## src/dowl_pkg.sv

```systemverilog
// Purpose: shared constants and types for the termination and leveling link
// Assumes: clk_i is the memory clock CK at 100 MHz, all counts in real CK edges
// Notes: times are kept in ps and turned into cycle counts here
package dowl_pkg;
  localparam int CK_PS = 10000;
  localparam int LAT_W = 5;
  localparam int NOM_TO_WR_SUB = 2;
  localparam int TERM_OFF_SUB = 2;
  localparam int WR_TO_NOM_CHOP_CK = 4;
  localparam int WR_TO_NOM_FULL_CK = 6;
  localparam int DLL_OFF_RD_SUB = 1;
  localparam int TERM_WIN_MIN_PCT = 30;
  localparam int TERM_WIN_MAX_PCT = 70;
  localparam int LVL_FIRST_WAIT_CK = 40;
  localparam int LVL_FB_DELAY_PS = 7500;
  localparam int LVL_FB_SKEW_PS = 2000;
  localparam int TERM_HOLD_FULL_CK = 6;
  localparam int TERM_HOLD_CHOP_CK = 4;
  localparam int RELOCK_MIN_CK = 10;
  localparam int RELOCK_MIN_PS = 24000;

  function automatic int ceil_ck(input int ps);
    ceil_ck = (ps + CK_PS - 1) / CK_PS;
    if (ceil_ck < 1) ceil_ck = 1;
  endfunction

  function automatic int floor_ck(input int ps);
    floor_ck = ps / CK_PS;
    if (floor_ck < 1) floor_ck = 1;
  endfunction

  // device answers at its longest allowed point, rounded down
  localparam int LVL_FB_DEV_CK = floor_ck(LVL_FB_DELAY_PS);
  // controller must cover the worst case, so it rounds up
  localparam int LVL_FB_WAIT_CK = ceil_ck(LVL_FB_DELAY_PS) + ceil_ck(LVL_FB_SKEW_PS);
  localparam int RELOCK_CK = (ceil_ck(RELOCK_MIN_PS) > RELOCK_MIN_CK) ?
                             ceil_ck(RELOCK_MIN_PS) : RELOCK_MIN_CK;

  localparam logic [LAT_W-1:0] CWL_RST = 5'h05;
  localparam logic [LAT_W-1:0] AL_RST = 5'h00;
  localparam logic [LAT_W-1:0] CL_RST = 5'h06;

  typedef enum logic [2:0] {CMD_NOP, CMD_WRITE, CMD_READ, CMD_MRS, CMD_WL_ENTER, CMD_WL_EXIT} dowl_cmd_type;
  typedef enum logic [1:0] {TERM_OFF, TERM_NOM, TERM_WR} dowl_term_type;
endpackage

```

## src/dowl_link_if.sv

```systemverilog
// Purpose: link between memory controller end and memory device end
// Assumes: both ends run on the one clock, clk_i = CK
// Notes: dq feedback is a two-way pin modelled by value plus enable
`timescale 1ns/1ps
interface dowl_link_if #(
  parameter int DQ_W = 8,
  parameter int PH_W = 4
);
  dowl_pkg::dowl_cmd_type cmd;
  logic bc4;
  logic odt;
  logic dqs_rise;
  logic [PH_W-1:0] dqs_phase;
  logic [dowl_pkg::LAT_W-1:0] cwl;
  logic [dowl_pkg::LAT_W-1:0] al;
  logic [dowl_pkg::LAT_W-1:0] cl;
  logic dll_off;
  logic dyn_en;
  logic [DQ_W-1:0] dq_fb;
  logic dq_oe;

  modport dev (input cmd, bc4, odt, dqs_rise, dqs_phase, cwl, al, cl, dll_off, dyn_en,
               output dq_fb, dq_oe);
  modport host (output cmd, bc4, odt, dqs_rise, dqs_phase, cwl, al, cl, dll_off, dyn_en,
                input dq_fb, dq_oe);
endinterface // dowl_link_if

```

## src/dowl_dly.sv

```systemverilog
// Purpose: shift line with a run-time tap for latency counting
// Assumes: tap_i stays stable while traffic is in flight
// Notes: out_o shows the input tap_i edges later, a follower flop adds one
`timescale 1ns/1ps
module dowl_dly #(
  parameter int W = 1,
  parameter int DEPTH = 32
) (
  input wire logic clk_i, // memory clock
  input wire logic sys_rst_i, // async reset, high
  input wire logic [W-1:0] in_i, // value taken each edge
  input wire logic [$clog2(DEPTH)-1:0] tap_i, // latency in edges
  output logic [W-1:0] out_o // delayed value, combinational
);
  logic [W-1:0] stage_q [DEPTH];

  genvar g;
  generate
    for (g = 0; g < DEPTH; g++) begin : g_stage
      always_ff @(posedge clk_i or posedge sys_rst_i) begin
        if (sys_rst_i) begin
          stage_q[g] <= '0;
        end else begin
          stage_q[g] <= (g == 0) ? in_i : stage_q[(g == 0) ? 0 : g - 1];
        end
      end
    end
  endgenerate

  // counted in real edges, never in elapsed time
  always_comb begin
    if (tap_i == '0) begin
      out_o = in_i;
    end else begin
      out_o = stage_q[tap_i - 1'b1];
    end
  end
endmodule // dowl_dly

```

## src/dowl_dev.sv

```systemverilog
// Purpose: memory device end: dynamic termination timing and leveling feedback
// Assumes: commands, termination input and strobe events are synchronous to clk_i
// Notes: termination output is a state code, the analog switch follows it
`timescale 1ns/1ps
module dowl_dev #(
  parameter int DQ_W = 8,
  parameter int PH_W = 4,
  parameter int DEPTH = 32
) (
  input wire logic clk_i, // memory clock CK
  input wire logic sys_rst_i, // async reset, high
  dowl_link_if.dev link, // link from the controller
  output dowl_pkg::dowl_term_type term_o, // termination in force
  output logic rd_ref_o, // read strobe reference clock pulse
  output logic wl_mode_o, // write leveling mode active
  output logic dll_off_o // DLL-disabled operation selected
);
  localparam int TAP_W = $clog2(DEPTH);

  logic [dowl_pkg::LAT_W-1:0] cwl_q;
  logic [dowl_pkg::LAT_W-1:0] al_q;
  logic [dowl_pkg::LAT_W-1:0] cl_q;
  logic dll_off_q;
  logic dyn_en_q;
  logic wl_mode_q;

  logic [dowl_pkg::LAT_W:0] wl_sum;
  logic [dowl_pkg::LAT_W:0] rl_sum;
  logic [TAP_W-1:0] term_tap;
  logic [TAP_W-1:0] rd_tap;

  logic odt_late;
  logic [1:0] wr_in;
  logic [1:0] wr_late;
  logic rd_in;
  logic rd_late;

  logic win_q;
  logic win_d;
  logic [TAP_W:0] win_cnt_q;
  dowl_pkg::dowl_term_type term_q;
  dowl_pkg::dowl_term_type term_d;
  logic rd_ref_q;

  logic fb_q;
  logic fb_oe_q;
  logic ck_level;

  // mode state, loaded by the mode register command
  always_ff @(posedge clk_i or posedge sys_rst_i) begin
    if (sys_rst_i) begin
      cwl_q <= dowl_pkg::CWL_RST;
      al_q <= dowl_pkg::AL_RST;
      cl_q <= dowl_pkg::CL_RST;
      dll_off_q <= 1'b0;
      dyn_en_q <= 1'b0;
    end else if (link.cmd == dowl_pkg::CMD_MRS) begin
      cwl_q <= link.cwl;
      al_q <= link.al;
      cl_q <= link.cl;
      dll_off_q <= link.dll_off;
      dyn_en_q <= link.dyn_en;
    end
  end

  // leveling mode flag
  always_ff @(posedge clk_i or posedge sys_rst_i) begin
    if (sys_rst_i) begin
      wl_mode_q <= 1'b0;
    end else if (link.cmd == dowl_pkg::CMD_WL_ENTER) begin
      wl_mode_q <= 1'b1;
    end else if (link.cmd == dowl_pkg::CMD_WL_EXIT) begin
      wl_mode_q <= 1'b0;
    end
  end

  // latency arithmetic; settings too small to subtract from clamp at zero
  always_comb begin
    wl_sum = {1'b0, cwl_q} + {1'b0, al_q};
    rl_sum = {1'b0, cl_q} + {1'b0, al_q};
    if (wl_sum > (dowl_pkg::LAT_W + 1)'(dowl_pkg::NOM_TO_WR_SUB)) begin
      term_tap = TAP_W'(wl_sum - (dowl_pkg::LAT_W + 1)'(dowl_pkg::NOM_TO_WR_SUB));
    end else begin
      term_tap = '0;
    end
    if (!dll_off_q) begin
      rd_tap = TAP_W'(rl_sum);
    end else if (rl_sum > (dowl_pkg::LAT_W + 1)'(dowl_pkg::DLL_OFF_RD_SUB)) begin
      rd_tap = TAP_W'(rl_sum - (dowl_pkg::LAT_W + 1)'(dowl_pkg::DLL_OFF_RD_SUB));
    end else begin
      rd_tap = '0;
    end
  end

  // dynamic switch only when enabled and not leveling
  always_comb begin
    wr_in[1] = (link.cmd == dowl_pkg::CMD_WRITE) && dyn_en_q && !wl_mode_q;
    wr_in[0] = link.bc4;
    rd_in = (link.cmd == dowl_pkg::CMD_READ);
  end

  // the termination input and the write share one latency
  dowl_dly #(
    .W(1),
    .DEPTH(DEPTH)
  ) u_odt_dly (
    .clk_i(clk_i),
    .sys_rst_i(sys_rst_i),
    .in_i(link.odt),
    .tap_i(term_tap),
    .out_o(odt_late)
  );

  dowl_dly #(
    .W(2),
    .DEPTH(DEPTH)
  ) u_wr_dly (
    .clk_i(clk_i),
    .sys_rst_i(sys_rst_i),
    .in_i(wr_in),
    .tap_i(term_tap),
    .out_o(wr_late)
  );

  dowl_dly #(
    .W(1),
    .DEPTH(DEPTH)
  ) u_rd_dly (
    .clk_i(clk_i),
    .sys_rst_i(sys_rst_i),
    .in_i(rd_in),
    .tap_i(rd_tap),
    .out_o(rd_late)
  );

  // write termination window: opens at the switch point, closes after
  // 6 CK (4 for a chopped burst) plus the turn-off latency; a new write restarts it
  always_comb begin
    if (wr_late[1]) begin
      win_d = 1'b1;
    end else if (win_q && (win_cnt_q == '0)) begin
      win_d = 1'b0;
    end else begin
      win_d = win_q;
    end
  end

  always_ff @(posedge clk_i or posedge sys_rst_i) begin
    if (sys_rst_i) begin
      win_q <= 1'b0;
      win_cnt_q <= '0;
    end else begin
      win_q <= win_d;
      if (wr_late[1]) begin
        if (wr_late[0]) begin
          win_cnt_q <= (TAP_W + 1)'(dowl_pkg::WR_TO_NOM_CHOP_CK - 1) + {1'b0, term_tap};
        end else begin
          win_cnt_q <= (TAP_W + 1)'(dowl_pkg::WR_TO_NOM_FULL_CK - 1) + {1'b0, term_tap};
        end
      end else if (win_cnt_q != '0) begin
        win_cnt_q <= win_cnt_q - 1'b1;
      end
    end
  end

  // termination state; write termination overrides nominal while the input is high
  always_comb begin
    if (!odt_late) begin
      term_d = dowl_pkg::TERM_OFF;
    end else if (win_d) begin
      term_d = dowl_pkg::TERM_WR;
    end else begin
      term_d = dowl_pkg::TERM_NOM;
    end
  end

  // the code changes on the reference edge; the analog stage places the
  // actual change 0.3 to 0.7 CK after it, finer than this clock can resolve
  always_ff @(posedge clk_i or posedge sys_rst_i) begin
    if (sys_rst_i) begin
      term_q <= dowl_pkg::TERM_OFF;
    end else begin
      term_q <= term_d;
    end
  end

  always_ff @(posedge clk_i or posedge sys_rst_i) begin
    if (sys_rst_i) begin
      rd_ref_q <= 1'b0;
    end else begin
      rd_ref_q <= rd_late;
    end
  end

  // the strobe phase code places the strobe inside the CK period; the
  // upper half of the code lands while CK is high
  always_comb begin
    ck_level = link.dqs_phase[PH_W-1];
  end

  // one flop feeds every data line, so line-to-line skew is zero
  always_ff @(posedge clk_i or posedge sys_rst_i) begin
    if (sys_rst_i) begin
      fb_q <= 1'b0;
    end else if (!wl_mode_q) begin
      fb_q <= 1'b0;
    end else if (link.dqs_rise) begin
      fb_q <= ck_level;
    end
  end

  always_ff @(posedge clk_i or posedge sys_rst_i) begin
    if (sys_rst_i) begin
      fb_oe_q <= 1'b0;
    end else begin
      fb_oe_q <= wl_mode_q;
    end
  end

  always_comb begin
    link.dq_fb = {DQ_W{fb_q}};
    link.dq_oe = fb_oe_q;
  end

  always_comb begin
    term_o = term_q;
    rd_ref_o = rd_ref_q;
    wl_mode_o = wl_mode_q;
    dll_off_o = dll_off_q;
  end
endmodule // dowl_dev

```

## src/flat_wrapper.sv

```systemverilog
// flat-port wrapper written by rule: the top's interface ports become plain ports
module dowl_dev_flat 
#(
  parameter int DQ_W = 8,
  parameter int PH_W = 4,
  parameter int DEPTH = 32
)
  (clk_i, sys_rst_i, term_o, rd_ref_o, wl_mode_o, dll_off_o, link_cmd, link_bc4, link_odt, link_dqs_rise, link_dqs_phase, link_cwl, link_al, link_cl, link_dll_off, link_dyn_en, link_dq_fb, link_dq_oe);
  dowl_link_if #(.DQ_W(DQ_W), .PH_W(PH_W)) link_i ();
  input wire logic clk_i;
  input wire logic sys_rst_i;
  output dowl_pkg::dowl_term_type term_o;
  output logic rd_ref_o;
  output logic wl_mode_o;
  output logic dll_off_o;
  input wire logic [$bits(link_i.cmd)-1:0] link_cmd;
  input wire logic [$bits(link_i.bc4)-1:0] link_bc4;
  input wire logic [$bits(link_i.odt)-1:0] link_odt;
  input wire logic [$bits(link_i.dqs_rise)-1:0] link_dqs_rise;
  input wire logic [$bits(link_i.dqs_phase)-1:0] link_dqs_phase;
  input wire logic [$bits(link_i.cwl)-1:0] link_cwl;
  input wire logic [$bits(link_i.al)-1:0] link_al;
  input wire logic [$bits(link_i.cl)-1:0] link_cl;
  input wire logic [$bits(link_i.dll_off)-1:0] link_dll_off;
  input wire logic [$bits(link_i.dyn_en)-1:0] link_dyn_en;
  output wire logic [$bits(link_i.dq_fb)-1:0] link_dq_fb;
  output wire logic [$bits(link_i.dq_oe)-1:0] link_dq_oe;
  assign link_i.cmd = link_cmd;
  assign link_i.bc4 = link_bc4;
  assign link_i.odt = link_odt;
  assign link_i.dqs_rise = link_dqs_rise;
  assign link_i.dqs_phase = link_dqs_phase;
  assign link_i.cwl = link_cwl;
  assign link_i.al = link_al;
  assign link_i.cl = link_cl;
  assign link_i.dll_off = link_dll_off;
  assign link_i.dyn_en = link_dyn_en;
  assign link_dq_fb = link_i.dq_fb;
  assign link_dq_oe = link_i.dq_oe;
  dowl_dev #(.DQ_W(DQ_W), .PH_W(PH_W), .DEPTH(DEPTH)) u_core (.clk_i(clk_i), .sys_rst_i(sys_rst_i), .link(link_i), .term_o(term_o), .rd_ref_o(rd_ref_o), .wl_mode_o(wl_mode_o), .dll_off_o(dll_off_o));
endmodule
```

## config.mk

```make
export PLATFORM = sky130hd
export DESIGN_NAME = dowl_dev_flat
export DESIGN_NICKNAME = d
export VERILOG_FILES = /design/src/dowl_pkg.sv /design/src/dowl_link_if.sv /design/src/dowl_dly.sv /design/src/dowl_dev.sv /design/src/flat_wrapper.sv
export SDC_FILE = /design/constraint.sdc
export NUM_CORES = 1
export LEC_CHECK = 0
export BUFFER_PORTS_ARGS = -buffer_cell sky130_fd_sc_hd__buf_2
export CAP_MARGIN = 30
export CORE_ASPECT_RATIO = 1.25
export CORE_MARGIN = 2
export CORE_UTILIZATION = 44
export CTS_CLUSTER_DIAMETER = 80
export DETAILED_ROUTE_END_ITERATION = 6
export PLACE_DENSITY_LB_ADDON = 0.3
export SLEW_MARGIN = 20
export SYNTH_ARGS = -nofsm -noshare
export SYNTH_HDL_FRONTEND = slang
export SYNTH_SLANG_ARGS = --single-unit
```

## constraint.sdc

```tcl
create_clock -name clk_i -period 7.1 [get_ports clk_i]
set_input_delay 0.71 -clock clk_i [delete_from_list [all_inputs] [get_ports clk_i]]
set_output_delay 0.71 -clock clk_i [all_outputs]
set_load 0.02 [all_outputs]
```

# After elaboration in Yosys (flattened, before gate mapping)
# Index checks and enable logic that the tools add are counted.
[totals]
output_inout_bits = 14
in_bits = 29
regBits = 158
[classes]
n_lt_le_gt_ge = 4
n_reduce_logical = 10
n_eq_ne = 6
add_sub_neg = 9
n_mux = 26
n_bitwise = 2
[op_table]
columns = ["cell", "count"]
rows = [
  ["6-bit 2-to-1 mux", 3],
  ["5-bit 2-to-1 mux", 3],
  ["5-bit by 1-bit subtractor with 5-bit output (second input constant)", 3],
  ["5-bit by 5-bit adder with 6-bit output", 2],
  ["6-bit >= comparator (second input constant)", 2],
  ["1-bit 2-to-1 mux", 12],
  ["5-bit NOT with 6-bit output", 2],
  ["1-bit binary-select mux with 5-bit select", 2],
  ["2-bit binary-select mux with 5-bit select", 1],
  ["5-bit zero test", 2],
  ["2-bit 2-to-1 mux", 5],
  ["2-bit by 5-bit adder with 6-bit output (first input constant)", 1],
  ["3-bit by 5-bit adder with 6-bit output (first input constant)", 1],
  ["3-bit by 2-bit == test with 1-bit output (second input constant)", 2],
  ["3-bit == test (second input constant)", 2],
  ["6-bit by 1-bit > comparator with 1-bit output (second input constant)", 1],
  ["6-bit by 2-bit > comparator with 1-bit output (second input constant)", 1],
  ["6-bit zero test", 1],
  ["6-bit nonzero test", 1],
  ["6-bit by 1-bit subtractor with 6-bit output (second input constant)", 1],
  ["5-bit by 2-bit subtractor with 5-bit output (second input constant)", 1],
  ["2-bit nonzero test", 2],
  ["3-bit by 1-bit == test with 1-bit output (second input constant)", 1],
  ["1-bit logical AND", 3],
  ["2 further kinds", 2],
]

# Logic depth before layout (Yosys ltp)
# Gate-level depths: netlist (run 1).
[depth]
ltp_word = 12
ltp_mapped = 21

# Hierarchy
# A second synthesis (run 1) with hierarchy kept.
[unflattened]
cells_unflattened = 471
hier_area_um2 = 6822.8
[modules_own_cells]
columns = ["mod", "cells_per_inst", "instances", "area_per_inst_um2"]
rows = [
  ["dowl_dly at u_core.u_wr_dly", 156, 1, 2493.6],
  ["dowl_dly at u_core.u_odt_dly ...", 60, 2, 1177.4],
  ["dowl_dev", 195, 1, 1974.4],
]

# Worst setup path before layout (run 1)
# OpenSTA, ideal clock, no wires.
[synth_timing]
kind = "reg2reg"
start = "register u_core.cwl_q[0] (netlist name)"
end = "register u_core.win_cnt_q[4]"
setup_time_ns = 0.126
synth_period_minus_slack_ns = 5.019
setup_slack_ns = 2.081
n_path_buf = 3
required_time_ns = 6.974
arrival_ns = 4.893
stages_incl_launch_ff = 19
path_cell_list = "dfstp_2 ha_1 inv_1 fa_1 o21ai_2 a2111o_1 clkbuf_1 nand2_1 ha_1 buf_2 clkinv_1 clkbuf_1 mux4_2 mux2_2 o22ai_2 or3b_1 fa_1 a21o_1 a311o_1"
[synth_via]
elab_chain_len = 11
elab_cells_between_ends = 16
classes_between = "add/sub (5); order compare (1); mux (7); bitwise (1); reduce/logical (2)"
[synth_lines]
columns = ["element", "line", "rtl"]
rows = [
  ["from (decl)", "dowl_dev.sv:20", "logic [dowl_pkg::LAT_W-1:0] cwl_q;"],
  ["from (signal assigned)", "dowl_dev.sv:52", "cwl_q <= dowl_pkg::CWL_RST;"],
  ["from (signal assigned)", "dowl_dev.sv:58", "cwl_q <= link.cwl;"],
  ["5-bit by 5-bit adder with 6-bit output (*)", "dowl_dev.sv:79", "wl_sum = {1'b0, cwl_q} + {1'b0, al_q};"],
  ["5-bit by 2-bit subtractor with 5-bit output / 6-bit by 2-bit > comparator with 1-bit output (equally long branches)", "dowl_dev.sv:82, dowl_dev.sv:81", ""],
  ["5-bit 2-to-1 mux (*)", "dowl_dev.sv:81", "if (wl_sum > (dowl_pkg::LAT_W + 1)'(dowl_pkg::NOM_TO_WR_SUB)) begin"],
  ["5-bit by 1-bit subtractor with 5-bit output", "dowl_dly.sv:35", "out_o = stage_q[tap_i - 1'b1];"],
  ["5-bit NOT with 6-bit output (not written as such)", "dowl_dly.sv:35", ""],
  ["2-bit binary-select mux with 5-bit select", "dowl_dly.sv:35", ""],
  ["2-bit 2-to-1 mux (not written as such) (2 in series)", "dowl_dly.sv:35", ""],
  ["2-bit 2-to-1 mux", "dowl_dly.sv:32", "if (tap_i == '0) begin"],
  ["6-bit 2-to-1 mux", "dowl_dev.sv:155", "if (wr_late[0]) begin"],
  ["6-bit 2-to-1 mux", "dowl_dev.sv:154", "if (wr_late[1]) begin"],
  ["to (signal assigned)", "dowl_dev.sv:156", "win_cnt_q <= (TAP_W + 1)'(dowl_pkg::WR_TO_NOM_CHOP_CK - 1) + {1'b0, term_tap};"],
  ["to (signal assigned)", "dowl_dev.sv:158", "win_cnt_q <= (TAP_W + 1)'(dowl_pkg::WR_TO_NOM_FULL_CK - 1) + {1'b0, term_tap};"],
  ["to (signal assigned)", "dowl_dev.sv:161", "win_cnt_q <= win_cnt_q - 1'b1;"],
  ["to (decl)", "dowl_dev.sv:40", "logic [TAP_W:0] win_cnt_q;"],
]
# Every way passes the cells marked *; elsewhere a longest branch is shown, timed or not. The select of a mux whose other input is x is not followed.
# A chain may end at the register's enable or synchronous reset.

# Final worst setup path (run 1)
[layout_timing]
start = "register u_core.cwl_q[0] (netlist name)"
end = "register u_core.win_cnt_q[3]"
# Same word-level chain as after synthesis.

==> metrics.txt, run 1 <==
Remaining DRCs=0; Worst-Margin Slew=0.8563 ns; routability cong.=0.8179; clk_skew=0.007079 ns; Clock Pin Slew Worst Setup and Hold Paths=0.06 ns; Worst setup SP type=flop; CP arrival=5.96 ns; GR Util All Layers=16.65%; PortBufs=39; vias=3954; clock buffer depth=2; Post-DP HPWL=8423 um; post-synth net total=525; Antenna Nets Post-Route=0; Relative slew margins=42.91%; ratio of cells with drive above 1 in the final layout=28.38%; first-pass GRT wire length=20710 um; Setup CP Type=reg -> reg; TritonCTS buffer count=17; CP Data Required Time=7.42 ns; maximum number of pins on one net before global-route repair=100; Final #Nets=569; multiplexer area fraction after synthesis=15.14%; status=finished clean; setup violators final=0; XOR/XNOR share of the synthesized area=2.538%; core region area=14950 um2; CTS Hold Bufs=0; FFs w/ async S/R, synth=100.0%; Avg Cell Area, Syn=14.08 um2; # IOs=43; Crit. End Element=flop; fin crit period=5.640 ns; Adder-Cell Fraction of Synth Area=4.069%; gr ovfl total=0; Final Hold Fails=0; most frequent cells in the layout=dfrtp_1 (154), buf_2 (39), nand2_1 (34); worst hold path class=reg -> reg; crit path max fanout=14; Slew Limit Fails=0; overall power=3.862 mW; synth top area cells=dfrtp_1 (57%), mux4_2 (8.1%), mux2_2 (4.0%), ha_1 (3.2%), mux2i_1 (2.8%); synth unique cells=65; vias per inst=5.538; post-cts gate resize count=0; Routed WL per cell=17.25 um; post-route cell area=7660 um2; FF+latch count, synth=158; CTS Sinks=158; top_reg_cell synth=dfrtp_1; postcts setup bufs=0; Synth area leader=dfrtp_1; PwrDens=504.2 nW/um2; Die Height=142.0 um; total negative slack=0 ns; fmax=177.3 MHz; Synth Area in Compound Gates=9.500%; Syn. warnings=0; Post-Place Cell Area=7057 um2; n_diodes=0; first-pass detailed-route iteration total=5; Max rail drop VDD=0.0002551 V; leading cell type in the layout, fill and taps excluded=dfrtp_1; Gate Count Post-Synth=476; final wirelength=12320 um; clock root buffer=clkbuf_16; initial antenna violation count=0; final cell utilization of the core=51.23%; Yosys top cell area share=57.48%; simple-gate share of the synthesized area=6.831%; period utilization=79.44%; Cell Area, Synth=6704 um2; DR iter-0 viols=207; max-cap viol count=0; synth-to-layout area growth=14.26%; vias in the first global route=4252; latest clock arrival within the worst-skew pair=0.42 ns; CTS tree=built; full die area=16250 um2; main combinational cell family by area after synthesis=multiplexers; Rows=50; sequential-to-total area share from yosys stat=59.05%; Initial Utilization=44.84%; EDFF count, synth=0; RSZ-0062 raised after global routing=false; Die X=114.4 um; H-tree Lvls=4; Lkg Pwr=3.500 nW
path summary, 6_finish.rpt:
check | from | to | slack, ns | depth (start not counted)
setup / recovery | u_core.cwl_q[0] | u_core.win_cnt_q[3] | 1.46 | 18
hold / removal | u_core.u_odt_dly.stage_q[11] | u_core.u_odt_dly.stage_q[10] | 0.37 | 0
setup reg to reg | u_core.cwl_q[0] | u_core.win_cnt_q[3] | 1.46 | 18
hold reg to reg | u_core.u_odt_dly.stage_q[11] | u_core.u_odt_dly.stage_q[10] | 0.37 | 0
max in group asynchronous | sys_rst_i | u_core.u_wr_dly.stage_q[51] | 5.37 | 3
min in group asynchronous | sys_rst_i | u_core.u_rd_dly.stage_q[18] | 0.46 | 2
cells in the mapped netlist, types with 4 or more instances:
library cell / count
a22oi_1: 5
and2_1: 4
dfstp_2: 4
ha_1: 17
dfrtp_1: 154
buf_4: 9
mux2i_1: 19
a211oi_1: 7
nand3_1: 12
a21o_1: 7
mux4_2: 24
nand2_1: 34
xor2_1: 4
inv_1: 16
nor2_1: 12
o21ai_0: 6
o211ai_1: 8
nand3b_1: 4
mux2_2: 24
a21oi_1: 16
clkbuf_1: 7
nor3_1: 8
xnor2_1: 11
final cells by class:
class	count	area (um2)
Fill cell	1254	7292
Sequential cell	158	3959
Multi-Input combinational cell	278	2552
Clock buffer	18	439.2
Timing Repair Buffer	45	244.0
Tap cell	182	227.7
Clock inverter	13	152.6
Inverter	20	85.08
layer usage:
| metal | share of wire [%] | GRT usage (%) | routed length (um) |
|---|---|---|---|
| met3 | 3.8 | 3.961 | 462 |
| met1 | 44 | 20.54 | 5399 |
| met5 | 0 | 0 | 0 |
| met4 | 2.5 | 9.243 | 311 |
| met2 | 50 | 26.97 | 6141 |
logic make-up (layout without fill, tap and decap cells):
| kind of cell | count (synthesis) | in the layout |
|---|---|---|
| flip-flops | 158 | 158 |
| AND/OR/NAND/NOR | 93 | 93 |
| AO/OA/AOI/OAI | 80 | 80 |
| multiplexers | 68 | 68 |
| buffers and inverters | 40 | 96 |
| adder cells (fa/ha/maj) | 20 | 20 |
| XOR/XNOR | 17 | 17 |
critical path, stage by stage, from the launching register on:
cell	delay, ns
dfstp_2	0.53
ha_1	0.16
inv_1	0.05
fa_1	0.55
o21ai_2	0.33
a2111o_1	0.48
nand2_1	0.25
ha_1	0.45
buf_4	0.26
clkinv_1	0.35
mux4_2	0.38
mux2_2	0.31
o22ai_2	0.25
or3b_1	0.24
inv_1	0.06
ha_1	0.27
a21oi_1	0.09
a21o_1	0.24
a221oi_1	0.27
per-stage QoR:
step | cells | setup WS, ns | hold slack, ns
floorplan | 476 | 2.081 | 0.3486
global placement | 681 | 1.514 | 0.3541
detailed placement | 682 | 1.421 | 0.3562
CTS | 713 | 1.388 | 0.3714
global route | 714 | 1.045 | 0.3824
finish | 714 | 1.460 | 0.3692
where the power goes:
part	total, mW	internal [mW]	switching (mW)	leakage, nW
clock network	0.908	0.534	0.374	0.292
logic	1.92	0.830	1.09	1.24
registers	1.04	0.990	0.0493	1.97
total	3.86	2.35	1.51	3.50
registers in the layout, indices dropped and copies added (netlist names):
register,count
u_core.rd_ref_o,1
u_core.fb_q,1
u_core.dyn_en_q,1
u_core.win_cnt_q,6
u_core.u_rd_dly.stage_q,32
u_core.al_q,5
u_core.win_q,1
u_core.cwl_q,5
u_core.wl_mode_o,1
u_core.link.dq_oe,1
u_core.cl_q,5
u_core.u_odt_dly.stage_q,32
u_core.term_o,2
u_core.dll_off_o,1
u_core.u_wr_dly.stage_q,64
(Power assumes the default switching activity.)
==> run 2: changes to the inputs <==
==> constraint.sdc (replaced) <==
create_clock -name clk_i -period 5 [get_ports clk_i]
set_input_delay 0.5 -clock clk_i [delete_from_list [all_inputs] [get_ports clk_i]]
set_output_delay 0.5 -clock clk_i [all_outputs]
set_load 0.02 [all_outputs]
==> metrics.txt, run 2 (synthesized netlist as in run 1, its figures left out) <==
status=finished clean; vias=3955 (+0.025%); CTS Sinks=158 (unchanged); maximum number of pins on one net before global-route repair=114 (+14%); Die Height=142.0 um (unchanged); Die X=114.4 um (unchanged); cell count after placement=695 (+1.9%); full die area=16250 um2 (unchanged); total negative slack=0 ns (unchanged); synth-to-layout area growth=17.23%; clock root buffer=clkbuf_16; Worst-Margin Slew=0.8386 ns (-0.01768 ns); Top Registers=u_core.u_wr_dly.stage_q: 64 flops, u_core.u_odt_dly.stage_q: 32 flops, u_core.u_rd_dly.stage_q: 32 flops; n_diodes=0 (unchanged); Worst setup SP type=flop; # IOs=43 (unchanged); Clock Pin Slew Worst Setup and Hold Paths=0.06 ns (about the same); vias in the first global route=4204 (-1.1%); leading cell type in the layout, fill and taps excluded=dfrtp_1; most frequent cells in the layout=dfrtp_1 (154), buf_2 (39), nand2_1 (34); clock buffer depth=2 (unchanged); filler cell count in the final layout=1232 (-1.8%); GR Util All Layers=16.92% (+0.27 points); Gate power share=50.8% (+1.2 points); gr ovfl total=0 (unchanged); Setup CP Type=reg -> reg; Reg2Reg Depth=17 (-1); Largest Register=u_core.u_wr_dly.stage_q; Pint=3.546 mW (+51%); Initial Utilization=44.84% (unchanged); Buf+Inv Stages, Crit Path=2 (-2); Remaining DRCs=0 (unchanged); Rows=50 (unchanged); Top delay family on crit path=compound AO/OA/AOI/OAI gates; routability cong.=0.7874 (-3.7%); PortBufs=39 (unchanged); Clock power frac=23.5% (about the same); worst hold path class=in -> async; Slew Limit Fails=0 (unchanged); Lkg Pwr=3.586 nW (+2.5%); setup violators final=0 (unchanged); Post-DP HPWL=8476 um (+0.63%); worst reg2reg path endpoint=u_core.win_cnt_q[4]; first-pass GRT wire length=21160 um (+2.2%); Relative slew margins=43.92% (+1.0 points); PwrDens=731.6 nW/um2 (+45%); RR Startpoint=u_core.cwl_q[0]; R2R setup slack=0.31 ns (-1.15 ns); DR iter-0 viols=301 (+45%); sequential fraction of design power=25.7% (-1.2 points); CTS tree=built; ratio of cells with drive above 1 in the final layout=30.95% (+2.6 points); max incr delay on CP=0.57 ns (+0.02 ns); Sequential cell area=3959 um2 (unchanged); Final Hold Slack=0.1511 ns (-0.2182 ns); Cell Chain, Critical Path=ha_1 -> inv_1 -> fa_2 -> o21ai_4 -> a2111o_1 -> nand2_1 -> ha_4 -> nand3b_1 -> a211o_1 -> o211ai_1 -> buf_6 -> mux2_2 -> o22ai_2 -> or3b_4 -> fa_1 -> a21o_1 -> a311o_1; Switching Power=2.203 mW (+46%); period utilization=93.88% (+14 points); Max rail drop VDD=0.0003378 V (+32%); Net Sw Frac=38.32% (-0.73 points); RSZ-0062 raised after global routing=false; vias per inst=5.433 (-1.9%); fmax=213.0 MHz (+20%); Routed WL per cell=17.13 um (-0.70%); max-cap viol count=0 (unchanged); fin crit period=4.694 ns (-0.9460 ns); final wirelength=12470 um (+1.2%); H-tree Lvls=4 (unchanged); number of flip-flops in the largest register=64 (unchanged); Crit. End Element=flop; crit path max fanout=10 (-4); Final #Nets=582 (+2.3%); Antenna Nets Post-Route=0 (unchanged); TritonCTS buffer count=17 (unchanged); final std cells w/o fill=728 (+2.0%); Final Hold Fails=0 (unchanged); CP Data Required Time=5.31 ns (-2.11 ns); CP arrival=5.00 ns (-0.96 ns); clk_skew=0.007765 ns (+0.0006857 ns); latest clock arrival within the worst-skew pair=0.42 ns (about the same); core region area=14950 um2 (unchanged); critical path's slowest cell=fa_2; area of the multi-input gates=2600 um2 (+1.9%); first-pass detailed-route iteration total=4 (-1); postcts setup bufs=0 (unchanged); initial antenna violation count=0 (unchanged)
-- run 2: worst max path at each step --
stage	to	startpoint	depth (start not counted)	slack (ns)
after floorplan	u_core.win_cnt_q[4]	u_core.cwl_q[0]	18	0.08
after global placement	u_core.win_cnt_q[4]	u_core.cwl_q[0]	17	0.11
after detailed placement	u_core.win_cnt_q[4]	u_core.cwl_q[0]	16	0.04
after CTS	u_core.win_cnt_q[4]	u_core.cwl_q[0]	16	0.03
after global routing	u_core.win_cnt_q[3]	u_core.cwl_q[0]	19	0.04
final	u_core.win_cnt_q[4]	u_core.cwl_q[0]	17	0.31
-- run 2: area by class of cell --
| type | instances | share of cell area (%) |
|---|---|---|
| sequential | 158 | 50.37 |
| multi-input combinational | 278 | 33.08 |
| clock buffer | 17 | 5.413 |
| timing repair buffer | 58 | 4.601 |
| tap | 182 | 2.898 |
| clock inverter | 15 | 2.500 |
| inverter | 20 | 1.130 |
-- run 2: worst reg2reg max path, cell delays in order, from the launching register on --
cell	delay, ns
dfstp_2	0.53
ha_1	0.17
inv_1	0.06
fa_2	0.57
o21ai_4	0.10
a2111o_1	0.40
nand2_1	0.18
ha_4	0.20
nand3b_1	0.08
a211o_1	0.24
o211ai_1	0.14
buf_6	0.22
mux2_2	0.21
o22ai_2	0.09
or3b_4	0.43
fa_1	0.45
a21o_1	0.18
a311o_1	0.33
-- run 2: what timing repair did --
| action | CTS | global route |
|---|---|---|
| gates resized for setup | 0 | 10 |
| hold buffers | 0 | 0 |
| endpoints found under the setup margin | 0 | 4 |
-- run 2: power by group through the flow --
stage | registers [mW] | clock network (mW) | logic (mW)
final | 1.48 | 1.35 | 2.92
after global routing | 1.49 | 1.43 | 3.23
after CTS | 1.48 | 1.38 | 2.86
after detailed placement | 1.50 | 0 | 2.85
after global placement | 1.49 | 0 | 2.79
after floorplan | 1.49 | 0 | 2.16
-- run 2: metal layers --
layer / GRT usage (%) / routed length [um] / vias to the layer above
met1: 21.40 / 5423 / 2017
met4: 6.483 / 203 / 0
li1: - / - / 1834
met2: 28.18 / 6320 / 91
met3: 4.089 / 521 / 13
met5: 0 / 0 / -
-- run 2: metrics by stage --
step | setup slack (ns) | power (mW) | area (um2) | util [%]
detailed placement | 0.04322 | 4.343 | 7154 | 47.85
finish | 0.3060 | 5.749 | 7859 | 52.56
global placement | 0.1087 | 4.283 | 7154 | 47.85
CTS | 0.03348 | 5.718 | 7776 | 52.01
floorplan | 0.08460 | 3.652 | 6705 | -
global route | 0.04204 | 6.157 | 7859 | 52.56
==> run 3: changes to the inputs <==
--- a/config.mk
+++ b/config.mk
@@ -7,9 +7,8 @@
 export LEC_CHECK = 0
 export BUFFER_PORTS_ARGS = -buffer_cell sky130_fd_sc_hd__buf_2
 export CAP_MARGIN = 30
-export CORE_ASPECT_RATIO = 1.25
-export CORE_MARGIN = 2
-export CORE_UTILIZATION = 44
+export CORE_ASPECT_RATIO = 0.5
+export CORE_UTILIZATION = 54
 export CTS_CLUSTER_DIAMETER = 80
 export DETAILED_ROUTE_END_ITERATION = 6
 export PLACE_DENSITY_LB_ADDON = 0.3
==> metrics.txt, run 3 (synthesized netlist as in run 1, its figures left out) <==
status=finished clean; PwrDens=735.3 nW/um2 (+0.50%); first-pass GRT wire length=20470 um (-3.3%); Switching Power=2.222 mW (+0.86%); CTS tree=built; core region area=11950 um2 (-20%); ratio of cells with drive above 1 in the final layout=31.03% (+0.082 points); Sequential cell area=3959 um2 (unchanged); clock buffer depth=2 (unchanged); full die area=12890 um2 (-21%); latest clock arrival within the worst-skew pair=0.42 ns (about the same); Final #Nets=587 (+0.86%); met2 wire length=5947 um (-5.9%); crit path max fanout=5 (-5); clk_skew=0.01298 ns (+0.005214 ns); setup ws final=0.2190 ns (-0.08700 ns); Max rail drop VDD=0.0004203 V (+24%); Routed WL per cell=17.32 um (+1.1%); Clock Pin Slew Worst Setup and Hold Paths=0.06 ns (about the same); vias=4012 (+1.4%); Top Registers=u_core.u_wr_dly.stage_q: 64 flops, u_core.u_odt_dly.stage_q: 32 flops, u_core.u_rd_dly.stage_q: 32 flops; fmax=209.2 MHz (-1.8%); final wirelength=12400 um (-0.54%); CP Data Required Time=5.30 ns (about the same); # IOs=43 (unchanged); filler cell count in the final layout=846 (-31%); Clock power frac=22.2% (-1.3 points); PortBufs=39 (unchanged); fin crit period=4.781 ns (+0.08700 ns); Die X=159.6 um (+39%); n_diodes=0 (unchanged); CTS Hold Bufs=0 (unchanged); number of flip-flops in the largest register=64 (unchanged); Slew Limit Fails=0 (unchanged); Gate power share=52.1% (+1.3 points); critical path's slowest cell=dfstp_2; Antenna Nets Post-Route=0 (unchanged); initial antenna violation count=0 (unchanged); Setup CP Type=reg -> reg; setup violators final=0 (unchanged); vias in the first global route=4063 (-3.4%); sequential fraction of design power=25.8% (about the same); Final Hold Fails=0 (unchanged); Net Sw Frac=38.71% (+0.39 points); Die Height=80.79 um (-43%); max-cap viol count=0 (unchanged); gr ovfl total=0 (unchanged); most frequent cells in the layout=dfrtp_1 (154), buf_2 (39), nand2_1 (34); Post-Place Cell Area=7141 um2 (-0.19%); WL met1=5882 um (+8.5%); first-pass detailed-route iteration total=5 (+1); Largest Register=u_core.u_wr_dly.stage_q; Crit. End Element=flop; vias per inst=5.603 (+3.1%); DR iter-0 viols=271 (-10%); H-tree Lvls=4 (unchanged); synth-to-layout area growth=16.46%; clock root buffer=clkbuf_16; routability cong.=0.8310 (+5.5%); total negative slack=0 ns (unchanged); Worst-Margin Slew=0.8176 ns (-0.02099 ns); CP arrival=5.09 ns (+0.09 ns); met3 wire length=470 um (-9.8%); Pint=3.518 mW (-0.78%); Post-DP HPWL=8016 um (-5.4%); CTS Sinks=158 (unchanged); leading cell type in the layout, fill and taps excluded=dfrtp_1; period utilization=95.62% (+1.7 points); post-route cell area=7807 um2 (-0.65%); maximum number of pins on one net before global-route repair=112 (-1.8%); Cell Chain, Critical Path=ha_1 -> inv_1 -> fa_1 -> xnor2_4 -> a2111o_1 -> nand2_1 -> ha_4 -> nand3b_1 -> a211o_1 -> o211ai_1 -> o211ai_1 -> a21oi_1 -> a211oi_2 -> or3b_1 -> fa_1 -> a21o_1 -> a311o_1; GR Util All Layers=20.95% (+4.0 points); TritonCTS buffer count=17 (unchanged); Worst setup SP type=flop; cell count after placement=679 (-2.3%); worst hold path class=in -> async; area of the multi-input gates=2576 um2 (-0.91%); final std cells w/o fill=716 (-1.6%); Initial Utilization=56.12% (+11 points); max incr delay on CP=0.53 ns (-0.04 ns); Relative slew margins=45.33% (+1.4 points); Remaining DRCs=0 (unchanged); Max Used Layer=met4; Rows=28 (-44%); Lkg Pwr=3.587 nW (about the same); Setup Slack @ Placement=-0.0001688 ns (-0.04338 ns)
==> run 3: final cells by class <==
cell class              instances  share of cell area (%)
multi-input cells             278                   33.00
repair buffers                 63                   5.064
clock inverters                15                   2.051
well taps                     165                   2.644
inverters                      20                   1.090
flip-flops and latches        158                   50.71
clock buffers                  17                   5.449
==> run 3: path summary, 6_finish.rpt <==
| check | startpoint | end | slack [ns] | depth (start not counted) |
|---|---|---|---|---|
| worst max-delay path | u_core.cwl_q[0] | u_core.win_cnt_q[4] | 0.22 | 17 |
| min in group clk_i | link_odt | u_core.u_odt_dly.stage_q[31] | 0.21 | 1 |
| worst max register to register | u_core.cwl_q[0] | u_core.win_cnt_q[4] | 0.22 | 17 |
| worst min-delay path | sys_rst_i | u_core.u_wr_dly.stage_q[10] | 0.11 | 2 |
| max in group asynchronous | sys_rst_i | u_core.cl_q[2] | 3.95 | 3 |
| worst min register to register | u_core.u_wr_dly.stage_q[4] | u_core.u_wr_dly.stage_q[2] | 0.37 | 0 |
==> run 3: power groups by stage <==
| stage | Clock [mW] | Sequential (mW) | Combinational (mW) |
|---|---|---|---|
| global placement | 0 | 1.49 | 2.80 |
| finish | 1.27 | 1.48 | 2.99 |
| floorplan | 0 | 1.49 | 2.16 |
| CTS | 1.29 | 1.48 | 2.91 |
| detailed placement | 0 | 1.50 | 2.86 |
| global route | 1.35 | 1.49 | 3.28 |
==> run 3: metrics by stage <==
stage / utilization [%] / hold slack, ns / power [mW]
CTS: 64.69 / 0.2031 / 5.685
detailed placement: 59.77 / 0.3565 / 4.366
floorplan: - / 0.3486 / 3.652
finish: 65.35 / 0.1129 / 5.741
global placement: 59.77 / 0.3509 / 4.294
global route: 65.35 / 0.1422 / 6.116
==> run 3: repair_timing <==
item                                    CTS  global route
pin swaps                                 0             2
gates resized for setup                   1             2
endpoints found under the setup margin    1             3
setup buffers                             0             4
==> run 3: per-layer routing <==
layer	global-route usage, %	vias up
li1	-	1855
met1	28.18	2057
met2	34.41	90
met3	5.005	10
met4	6.731	0
met5	0	-
==> run 3: worst max-delay path: cells and delay by family (launching register included) <==
kind | cells | cell delay [ns]
simple gates | 3 | 0.71
flops | 1 | 0.53
xor+xnor | 1 | 0.20
fa+ha+maj | 4 | 1.26
compound gates | 8 | 1.92
buf+inv | 1 | 0.05
